<file path="src/core/ipm_params.svh">
// Constants for the interrupt and power mode controller
`ifndef IPM_PARAMS_SVH
`define IPM_PARAMS_SVH
// Register indices on the plain register port
`define IPM_ADDR_ENABLE   4'h0
`define IPM_ADDR_PRIO     4'h1
`define IPM_ADDR_TRIG     4'h2
`define IPM_ADDR_FLAGS    4'h3
`define IPM_ADDR_PCTRL    4'h4
`define IPM_ADDR_STATUS   4'h5
`define IPM_ADDR_VECT     4'h6
// Enable register fields
`define IPM_EN_GLOBAL     7
`define IPM_EN_NVM        5
// Flag bit positions
`define IPM_F_EXT_A       0
`define IPM_F_TMR_A       1
`define IPM_F_EXT_B       2
`define IPM_F_TMR_B       3
`define IPM_F_SER_RX      4
`define IPM_F_SER_TX      5
`define IPM_F_NVM         6
// Power control fields
`define IPM_PC_IDLE       0
`define IPM_PC_PDOWN      1
// Number of interrupt vectors
`define IPM_NVEC          5
// Vector program addresses
`define IPM_VEC_ADDR_0    16'h0003
`define IPM_VEC_ADDR_1    16'h000b
`define IPM_VEC_ADDR_2    16'h0013
`define IPM_VEC_ADDR_3    16'h001b
`define IPM_VEC_ADDR_4    16'h0023
// Latency bounds at the reference 12 MHz crystal, in ns
`define IPM_LAT_MIN_NS    3000
`define IPM_LAT_MAX_NS    7000
`define IPM_CLK_NS        10
// Reset values
`define IPM_RST_BYTE      8'h00
`endif

</file>
<file path="src/core/ipm_pkg.sv">
// Types for the interrupt and power mode controller
package ipm_pkg;
   typedef enum logic [1:0] {
      IPM_RUN   = 2'b00,
      IPM_IDLE  = 2'b01,
      IPM_PDOWN = 2'b10
   } ipm_mode_t;
endpackage

</file>
<file path="src/core/ipm_lat_timer.sv">
// Response delay counter between a chosen request and vector delivery
`timescale 1ns/1ns
`include "ipm_params.svh"
module ipm_lat_timer #(
   parameter int MIN_CYC = 300,        // Least delay in cycles
   parameter int CW      = 10          // Counter width
) (
   input  wire logic sys_clk,          // System clock
   input  wire logic rst,              // Synchronous reset
   input  wire logic run,              // Hold high while a request waits
   output logic      done_q            // High once the least delay elapsed
);
   logic [CW-1:0] cnt_q;

   // Count while a request waits; restart whenever it drops
   always_ff @(posedge sys_clk) begin
      if (rst || !run) begin
         cnt_q  <= '0;
         done_q <= 1'b0;
      end else if (!done_q) begin
         cnt_q  <= cnt_q + 1'b1;
         done_q <= (cnt_q == CW'(MIN_CYC - 2));
      end
   end
endmodule

</file>
<file path="src/core/ipm_ctrl.sv">
// Interrupt controller with idle and power-down pin control
//
// Notes on behaviour
// - Power-down stops the oscillator after request
// - Only RAM and memory contents survive
// - Only hardware reset ends power-down
// - Nested two-level interrupts, asynchronous to code
// - Request to service within latency window
// - Seven request sources accepted
// - Serial and memory requests share vector
// - Each vector has fixed program address
// - Per-source enables; memory needs serial enable
// - Per-source high or low priority
// - Global enable masks all sources
// - External pins active low, level option
// - Hardware clears timer and edge-mode external flags
// - Strobe and port states in low power
// - Enabled interrupt or reset ends idle
`timescale 1ns/1ns
`include "ipm_params.svh"
module ipm_ctrl #(
   parameter int LAT_MIN_CYC = (`IPM_LAT_MIN_NS + `IPM_CLK_NS - 1) / `IPM_CLK_NS,
   parameter int LAT_MAX_CYC = `IPM_LAT_MAX_NS / `IPM_CLK_NS
) (
   input  wire logic        sys_clk,             // 100 MHz system clock
   input  wire logic        rst,                 // Synchronous reset, active high
   input  wire logic [3:0]  reg_addr,            // Register index
   input  wire logic [7:0]  reg_wdata,           // Write data
   input  wire logic        reg_wr,              // Write strobe
   input  wire logic        reg_rd,              // Read strobe
   output logic      [7:0]  reg_rdata,           // Read data, cycle after strobe
   input  wire logic        ext_irq_a_n,         // External request A, active low
   input  wire logic        ext_irq_b_n,         // External request B, active low
   input  wire logic        tmr_a_ovf,           // Timer A overflow pulse
   input  wire logic        tmr_b_ovf,           // Timer B overflow pulse
   input  wire logic        ser_rx_done,         // Serial receive pulse
   input  wire logic        ser_tx_done,         // Serial transmit pulse
   input  wire logic        nvm_done,            // Memory write finished pulse
   input  wire logic        ext_prog_mem,        // Program runs from external memory
   input  wire logic        cpu_ack,             // Core takes offered vector
   input  wire logic        cpu_reti,            // Core returns from service
   output logic             irq_req_q,           // Vector offered to core
   output logic      [2:0]  irq_vec_q,           // Offered vector number
   output logic      [15:0] irq_addr_q,          // Offered service address
   output logic             osc_run_q,           // Oscillator enable
   output logic             cpu_run_q,           // Core clock enable
   output logic             addr_latch_q,        // Address latch strobe
   output logic             prog_fetch_strobe_n_q, // Program fetch strobe, active low
   output logic             port0_float_q,       // Port 0 released
   output logic             port2_addr_q        // Port 2 drives address
);
   logic [7:0]         en_q, prio_q, trig_q, flags_q;
   logic [7:0]         flag_set, flag_clr_hw;
   logic               ext_a_q, ext_b_q;
   ipm_pkg::ipm_mode_t mode_q;
   logic [1:0]         act_q;                   // Bit 1 high level, bit 0 low level active
   logic [`IPM_NVEC-1:0] vreq, vhi;
   logic               pick_ok, pick_hi, wait_done;
   logic [2:0]         pick;
   logic [9:0]         wait_cnt_q;

   // Vector address table
   function automatic logic [15:0] vec_addr(input logic [2:0] v);
      unique case (v)
         3'h0:    vec_addr = `IPM_VEC_ADDR_0;
         3'h1:    vec_addr = `IPM_VEC_ADDR_1;
         3'h2:    vec_addr = `IPM_VEC_ADDR_2;
         3'h3:    vec_addr = `IPM_VEC_ADDR_3;
         3'h4:    vec_addr = `IPM_VEC_ADDR_4;
         default: vec_addr = `IPM_VEC_ADDR_0;
      endcase
   endfunction

   // Flag index for a single-flag vector
   function automatic int flag_of(input int v);
      unique case (v)
         0:       flag_of = `IPM_F_EXT_A;
         1:       flag_of = `IPM_F_TMR_A;
         2:       flag_of = `IPM_F_EXT_B;
         default: flag_of = `IPM_F_TMR_B;
      endcase
   endfunction

   // Register the active-low pins once; inputs are synchronous already
   always_ff @(posedge sys_clk) begin
      if (rst) begin
         ext_a_q <= 1'b0;
         ext_b_q <= 1'b0;
      end else begin
         ext_a_q <= ~ext_irq_a_n;
         ext_b_q <= ~ext_irq_b_n;
      end
   end

   // Trig bit high selects falling edge, low selects level
   always_comb begin
      flag_set = '0;
      flag_set[`IPM_F_EXT_A]  = trig_q[0] ? (~ext_irq_a_n & ~ext_a_q) : ~ext_irq_a_n;
      flag_set[`IPM_F_EXT_B]  = trig_q[1] ? (~ext_irq_b_n & ~ext_b_q) : ~ext_irq_b_n;
      flag_set[`IPM_F_TMR_A]  = tmr_a_ovf;
      flag_set[`IPM_F_TMR_B]  = tmr_b_ovf;
      flag_set[`IPM_F_SER_RX] = ser_rx_done;
      flag_set[`IPM_F_SER_TX] = ser_tx_done;
      flag_set[`IPM_F_NVM]    = nvm_done;
   end

   // Vector requests: enable per source under global enable
   generate
      for (genvar v = 0; v < 4; v++) begin : g_single
         assign vreq[v] = flags_q[flag_of(v)] & en_q[v] & en_q[`IPM_EN_GLOBAL];
         assign vhi[v]  = prio_q[v];
      end
   endgenerate
   // Serial and memory share the last vector; memory also needs serial enable
   assign vreq[4] = en_q[`IPM_EN_GLOBAL] & en_q[4] &
                    (flags_q[`IPM_F_SER_RX] | flags_q[`IPM_F_SER_TX] |
                     (flags_q[`IPM_F_NVM] & en_q[`IPM_EN_NVM]));
   assign vhi[4]  = prio_q[4];

   // Pick highest level first, then lowest vector number
   always_comb begin
      pick_ok = 1'b0;
      pick_hi = 1'b0;
      pick    = 3'h0;
      for (int v = `IPM_NVEC - 1; v >= 0; v--) begin
         if (vreq[v] && vhi[v] && !act_q[1]) begin
            pick_ok = 1'b1;
            pick_hi = 1'b1;
            pick    = 3'(v);
         end
      end
      if (!pick_ok) begin
         for (int v = `IPM_NVEC - 1; v >= 0; v--) begin
            if (vreq[v] && !vhi[v] && act_q == 2'b00) begin
               pick_ok = 1'b1;
               pick    = 3'(v);
            end
         end
      end
   end

   // Least response delay before a vector is offered
   ipm_lat_timer #(
      .MIN_CYC (LAT_MIN_CYC),
      .CW      (10)
   ) u_lat (
      .sys_clk (sys_clk),
      .rst     (rst),
      .run     (pick_ok && !irq_req_q && mode_q != ipm_pkg::IPM_PDOWN),
      .done_q  (wait_done)
   );

   // Hardware clears timer and edge flags on acceptance; set beats clear
   always_comb begin
      flag_clr_hw = '0;
      if (irq_req_q && cpu_ack && irq_vec_q < 3'h4) begin
         unique case (irq_vec_q)
            3'h0:    flag_clr_hw[`IPM_F_EXT_A] = trig_q[0];
            3'h1:    flag_clr_hw[`IPM_F_TMR_A] = 1'b1;
            3'h2:    flag_clr_hw[`IPM_F_EXT_B] = trig_q[1];
            default: flag_clr_hw[`IPM_F_TMR_B] = 1'b1;
         endcase
      end
   end

   // Flags; level inputs track the pin, software may clear any flag but a level-mode external one
   always_ff @(posedge sys_clk) begin
      if (rst) begin
         flags_q <= `IPM_RST_BYTE;
      end else begin
         flags_q <= flag_set | (flags_q & ~flag_clr_hw &
                    ~((reg_wr && reg_addr == `IPM_ADDR_FLAGS) ? reg_wdata : 8'h00));
         if (!trig_q[0]) begin
            flags_q[`IPM_F_EXT_A] <= ~ext_irq_a_n;
         end
         if (!trig_q[1]) begin
            flags_q[`IPM_F_EXT_B] <= ~ext_irq_b_n;
         end
      end
   end

   // Software registers
   always_ff @(posedge sys_clk) begin
      if (rst) begin
         en_q   <= `IPM_RST_BYTE;
         prio_q <= `IPM_RST_BYTE;
         trig_q <= `IPM_RST_BYTE;
      end else if (reg_wr) begin
         unique case (reg_addr)
            `IPM_ADDR_ENABLE: en_q   <= reg_wdata;
            `IPM_ADDR_PRIO:   prio_q <= reg_wdata;
            `IPM_ADDR_TRIG:   trig_q <= reg_wdata;
            default:          ;
         endcase
      end
   end

   // Vector offer, held until the core takes it
   always_ff @(posedge sys_clk) begin
      if (rst) begin
         irq_req_q  <= 1'b0;
         irq_vec_q  <= 3'h0;
         irq_addr_q <= 16'h0000;
      end else if (irq_req_q) begin
         if (cpu_ack) begin
            irq_req_q <= 1'b0;
         end
      end else if (wait_done && pick_ok && mode_q != ipm_pkg::IPM_PDOWN) begin
         irq_req_q  <= 1'b1;
         irq_vec_q  <= pick;
         irq_addr_q <= vec_addr(pick);
      end
   end

   // Active levels: set on take, drop highest on return
   always_ff @(posedge sys_clk) begin
      if (rst) begin
         act_q <= 2'b00;
      end else if (irq_req_q && cpu_ack) begin
         act_q[vhi[irq_vec_q]] <= 1'b1;
      end else if (cpu_reti) begin
         if (act_q[1]) begin
            act_q[1] <= 1'b0;
         end else begin
            act_q[0] <= 1'b0;
         end
      end
   end

   // Power mode; power-down has no exit but reset, which also wipes all this
   always_ff @(posedge sys_clk) begin
      if (rst) begin
         mode_q <= ipm_pkg::IPM_RUN;
      end else begin
         unique case (mode_q)
            ipm_pkg::IPM_RUN: begin
               if (reg_wr && reg_addr == `IPM_ADDR_PCTRL) begin
                  if (reg_wdata[`IPM_PC_PDOWN]) begin
                     mode_q <= ipm_pkg::IPM_PDOWN;
                  end else if (reg_wdata[`IPM_PC_IDLE]) begin
                     mode_q <= ipm_pkg::IPM_IDLE;
                  end
               end
            end
            ipm_pkg::IPM_IDLE: begin
               if (irq_req_q) begin
                  mode_q <= ipm_pkg::IPM_RUN;
               end
            end
            ipm_pkg::IPM_PDOWN: mode_q <= ipm_pkg::IPM_PDOWN;
            default:            mode_q <= ipm_pkg::IPM_RUN;
         endcase
      end
   end

   // Pin states; the request write is the last thing the core does
   always_ff @(posedge sys_clk) begin
      if (rst) begin
         osc_run_q             <= 1'b1;
         cpu_run_q             <= 1'b1;
         addr_latch_q          <= 1'b1;
         prog_fetch_strobe_n_q <= 1'b1;
         port0_float_q         <= 1'b0;
         port2_addr_q          <= 1'b0;
      end else begin
         osc_run_q             <= (mode_q != ipm_pkg::IPM_PDOWN);
         cpu_run_q             <= (mode_q == ipm_pkg::IPM_RUN);
         addr_latch_q          <= (mode_q != ipm_pkg::IPM_PDOWN);
         prog_fetch_strobe_n_q <= (mode_q != ipm_pkg::IPM_PDOWN);
         port0_float_q         <= ext_prog_mem && mode_q != ipm_pkg::IPM_RUN;
         port2_addr_q          <= ext_prog_mem && mode_q != ipm_pkg::IPM_PDOWN;
      end
   end

   // Read data, one cycle after the strobe
   always_ff @(posedge sys_clk) begin
      if (rst || !reg_rd) begin
         reg_rdata <= 8'h00;
      end else begin
         unique case (reg_addr)
            `IPM_ADDR_ENABLE: reg_rdata <= en_q;
            `IPM_ADDR_PRIO:   reg_rdata <= prio_q;
            `IPM_ADDR_TRIG:   reg_rdata <= trig_q;
            `IPM_ADDR_FLAGS:  reg_rdata <= flags_q;
            `IPM_ADDR_STATUS: reg_rdata <= {4'h0, act_q, mode_q};
            `IPM_ADDR_VECT:   reg_rdata <= {4'h0, irq_req_q, irq_vec_q};
            default:          reg_rdata <= 8'h00;
         endcase
      end
   end

   // Cycles a chosen request waits before it is offered; held at zero in
   // power-down, where no offer is ever made and the bound would trip
   always_ff @(posedge sys_clk) begin
      if (rst || !pick_ok || irq_req_q || mode_q == ipm_pkg::IPM_PDOWN) begin
         wait_cnt_q <= 10'h000;
      end else if (wait_cnt_q != 10'h3ff) begin
         wait_cnt_q <= wait_cnt_q + 10'h001;
      end
   end

   a_pdown_sticky: assert property (@(posedge sys_clk) disable iff (rst)
      mode_q == ipm_pkg::IPM_PDOWN |=> mode_q == ipm_pkg::IPM_PDOWN)
      else $error("power-down left without reset");

   a_osc_stops: assert property (@(posedge sys_clk) disable iff (rst)
      mode_q == ipm_pkg::IPM_PDOWN |=> !osc_run_q)
      else $error("oscillator still running in power-down");

   a_pdown_pins: assert property (@(posedge sys_clk) disable iff (rst)
      $past(mode_q) == ipm_pkg::IPM_PDOWN |-> !addr_latch_q && !prog_fetch_strobe_n_q)
      else $error("strobes not low in power-down");

   a_idle_pins: assert property (@(posedge sys_clk) disable iff (rst)
      $past(mode_q) == ipm_pkg::IPM_IDLE |-> addr_latch_q && prog_fetch_strobe_n_q)
      else $error("strobes not high in idle");

   a_lat_min: assert property (@(posedge sys_clk) disable iff (rst)
      $rose(irq_req_q) |-> $past(wait_cnt_q) >= 10'(LAT_MIN_CYC - 1))
      else $error("vector offered too early");

   a_lat_max: assert property (@(posedge sys_clk) disable iff (rst)
      wait_cnt_q <= 10'(LAT_MAX_CYC))
      else $error("vector offered too late");

   a_addr_match: assert property (@(posedge sys_clk) disable iff (rst)
      irq_req_q |-> irq_addr_q == vec_addr(irq_vec_q))
      else $error("service address does not match vector");

   a_global_mask: assert property (@(posedge sys_clk) disable iff (rst)
      !en_q[`IPM_EN_GLOBAL] |-> !pick_ok)
      else $error("request chosen while globally masked");

   a_tmr_clear: assert property (@(posedge sys_clk) disable iff (rst)
      irq_req_q && cpu_ack && irq_vec_q == 3'h1 && !tmr_a_ovf |=> !flags_q[`IPM_F_TMR_A])
      else $error("timer flag not cleared on take");

   a_nest_hold: assert property (@(posedge sys_clk) disable iff (rst)
      act_q[1] |-> !pick_ok)
      else $error("request chosen during high level service");

   a_idle_wake: assert property (@(posedge sys_clk) disable iff (rst)
      mode_q == ipm_pkg::IPM_IDLE && irq_req_q |=> mode_q == ipm_pkg::IPM_RUN)
      else $error("idle not ended by interrupt");
endmodule

</file>
<file path="config.mk">
export PLATFORM = sky130hd
export DESIGN_NAME = ipm_ctrl
export DESIGN_NICKNAME = d
export VERILOG_FILES = /design/src/core/ipm_pkg.sv /design/src/core/ipm_lat_timer.sv /design/src/core/ipm_ctrl.sv
export VERILOG_INCLUDE_DIRS = /design/src /design/src/core
export SDC_FILE = /design/constraint.sdc
export NUM_CORES = 1
export LEC_CHECK = 0
export ABC_AREA = 1
export BUFFER_PORTS_ARGS = -buffer_cell sky130_fd_sc_hd__buf_2
export CAP_MARGIN = 25
export CORE_MARGIN = 2
export CORE_UTILIZATION = 55
export DETAILED_ROUTE_END_ITERATION = 12
export HOLD_SLACK_MARGIN = 0.02
export PLACE_DENSITY = 0.82
export REMOVE_ABC_BUFFERS = 1
export SLEW_MARGIN = 20
export SYNTH_ARGS = -nofsm -noshare
export SYNTH_HDL_FRONTEND = slang
export SYNTH_SLANG_ARGS = --single-unit
</file>
<file path="constraint.sdc">
create_clock -name sys_clk -period 2.1 [get_ports sys_clk]
set_clock_uncertainty 0.2 [all_clocks]
set_input_delay 0 -clock sys_clk [delete_from_list [all_inputs] [get_ports sys_clk]]
set_output_delay 0 -clock sys_clk [all_outputs]
set_load 0.02 [all_outputs]
</file>
==> results.json <==
{
  "worstPathRequired_ps": 2150,
  "hpwl_um": 5670,
  "maxSlewViolCount": 0,
  "regToRegSetupSlack_ps": 90,
  "critical_path_class": "reg -> reg",
  "synth_ff_type": "dfxtp_1",
  "ys_seq_area_frac": 0.430,
  "wl_per_cell_um": 14.6,
  "grt_pass1_vias": 3071,
  "timing.rr.start": "irq_req_q",
  "htree_levels": 3,
  "peakVddDrop_mv": 0.531,
  "post-route-period-util": 0.957,
  "hold_class": "in -> reg",
  "p_per_area_nw_per_um2": 650,
  "grt_first_pass_wirelength_um": 14000,
  "p_leak_nw": 1.69,
  "grt_max_degree": 24,
  "port_buffers": 48,
  "fp.dieArea_um2": 6470,
  "ys_seq_elements": 69,
  "final_common_cell": "dfxtp_1",
  "clockRootBuffer": "clkbuf_8",
  "crit_arrival_ps": 2060,
  "synth.avg_cell_area_um2": 7.52,
  "drive_gt1_frac": 0.196,
  "cap_violations": 0,
  "antenna_cells": 0,
  "setup_tns_ps": 0,
  "first_pass_iters": 5,
  "gp_congestion": 0.928,
  "cts.sinks": 69,
  "num_vias": 3241,
  "crit_start": "irq_req_q",
  "synth_cell_type_count": 44,
  "hold_depth": 6,
  "outcome": "finished, final reports clean",
  "grt_antenna_before_repair": 0,
  "critPathCapture": "flags_q[3]",
  "cp_slowest_cell": "dlygate4sd3_1",
  "synth_area_um2": 3210,
  "finalCriticalPeriod_ps": 2010,
  "stdcell_area_um2": 4100,
  "reg2regPathDepth": 6,
  "drc": 0,
  "clock_latency_ps": 360,
  "clock_path_buffers": 2,
  "cts_tree": "yes",
  "path_max_fanout": 5,
  "cts_buffers": 9,
  "drtAntennaViolNets": 0,
  "setup_viol": 0,
  "mostFrequentLayoutCells": "dfxtp_1 (68), inv_1 (59), nand2_1 (53)",
  "cp_cell_sequence": "nand2_1 > nor2_1 > inv_1 > o311ai_0 > a21oi_1 > dlygate4sd3_1",
  "fp-row-count": 27,
  "async_reset_ff_frac": 0,
  "critPathMaxStageDelay_ps": 580,
  "track_usage": 0.284,
  "core-area_um2": 5570,
  "vias_per_cell": 5.43,
  "fmax_ghz": 0.497,
  "grt-ovfl-total": 0,
  "die_w_um": 80.4,
  "path_clk_slew_ps": 70,
  "wl_um": 8700,
  "finalHoldViolCount": 0,
  "rsz0062_at_grt": "false",
  "place_area_um2": 3460,
  "ioPinCount": 60,
  "worstMarginPinSlew_ps": 610,
  "final_nets": 548,
  "dieHeight_um": 80.4,
  "startpoint_type": "flip-flop",
  "synth_edf_count": 0,
  "endpoint_kind": "flip-flop",
  "slew_headroom": 0.592,
  "syn_inst": 427,
  "r2r-end": "flags_q[3]",
  "yosysWarnings": 0,
  "syn_to_final_growth_pct": 27.6,
  "drt_iter0_markers": 303,
  "initial_core_util": 0.576
}
where the power goes:
group          internal (mW)  total (mW)  switching (mW)
Sequential              1.33        1.35          0.0147
Clock                  0.551        1.08           0.530
Combinational          0.101       0.234           0.133
repair_timing:
item                                   4_1_cts  5_1_grt
setup endpoints to repair                    0        4
endpoints found under the hold margin       55        0
hold buffers                                40        0
gates resized for setup                      0        5
buffers inserted                             0        3
cells by family (layout without fill, tap and decap cells):
logic type	after synthesis	count (layout)	synth area share
buffers and inverters	86	174	0.121
flip-flops	69	69	0.430
other	1	11	0.00117
AO/OA/AOI/OAI	111	111	0.196
AND/OR/NAND/NOR	155	155	0.236
adder cells (fa/ha/maj)	2	2	0.00779
XOR/XNOR	3	3	0.00818
worst min path at each step:
stage                start           end  slack (ps)
2_1_floorplan          rst    flags_q[1]        -130
3_3_place_gp   ext_irq_a_n       ext_a_q         -30
3_5_place_dp   ext_irq_a_n       ext_a_q         -30
4_1_cts             reg_wr    flags_q[2]          40
5_1_grt        reg_addr[2]     mode_q[1]         120
6_report       reg_addr[1]  reg_rdata[6]          90
worst max-delay path, delay by kind of cell, from the launching register on:
kind	cells	cell delay, ps
buf+inv	2	670
compound gates	2	420
flops	1	370
simple gates	2	240
through the flow:
| step | utilization | setup slack (ps) | hold slack [ps] | std cells | power [mW] |
|---|---|---|---|---|---|
| CTS | 0.729 | 34.9 | 43.3 | 594 | 2.66 |
| global placement | 0.621 | 372 | -32.7 | 538 | 1.53 |
| global route | 0.735 | 16.6 | 120 | 597 | 2.75 |
| floorplan | - | 512 | -131 | 414 | 1.46 |
| detailed placement | 0.621 | 286 | -28.1 | 538 | 1.54 |
| finish | 0.735 | 89.8 | 90.3 | 597 | 2.66 |
state kept, by name, summed over array words and instances, names as in the netlist:
name and flops:
reg_rdata 8, act_q 2, en_q 8, irq_addr_q 4, ext_b_q 1, u_lat.done_q 1
irq_vec_q 3, port2_addr_q 1, mode_q 2, flags_q 8, ext_a_q 1, trig_q 8
prog_fetch_strobe_n_q 1, cpu_run_q 1, u_lat.cnt_q 10, prio_q 8, irq_req_q 1, port0_float_q 1
metal layers:
layer	wire, µm	GRT usage	share of wire
met1	3440	0.326	0.40
met4	202	0.132	0.023
met2	4330	0.491	0.50
met5	0	0	0
met3	729	0.0719	0.084
layout make-up:
class	instances	area [µm²]
Fill cell	433	1480
Inverter	63	244
Clock buffer	9	124
Multi-Input combinational cell	282	1490
Tap cell	72	90.1
Clock inverter	7	75.1
Sequential cell	69	1380
Timing Repair Buffer	95	696
cell usage after synthesis, types with 2 or more instances:
| cell | number | share of area |
|---|---|---|
| buf_4 | 14 | 0.033 |
| nor2_2 | 4 | 0.0078 |
| ha_1 | 2 | 0.0078 |
| nand4_1 | 2 | 0.0039 |
| inv_1 | 59 | 0.069 |
| nor2_1 | 47 | 0.055 |
| o22ai_1 | 16 | 0.031 |
| dfxtp_1 | 69 | 0.43 |
| o21ai_2 | 3 | 0.0082 |
| nand2_1 | 54 | 0.063 |
| a31oi_1 | 2 | 0.0039 |
| xor2_1 | 3 | 0.0082 |
| nand2_2 | 3 | 0.0058 |
| o21ai_0 | 34 | 0.053 |
| a2111oi_0 | 2 | 0.0055 |
| nand3_1 | 14 | 0.022 |
| inv_2 | 3 | 0.0035 |
| nor3b_1 | 2 | 0.0047 |
| nor3_1 | 11 | 0.017 |
| nor3_2 | 3 | 0.0093 |
| a21oi_1 | 44 | 0.069 |
| nand3_4 | 2 | 0.011 |
| nand3_2 | 6 | 0.019 |
| clkbuf_1 | 8 | 0.0093 |
Note: power is estimated with default switching activity, not from simulation.
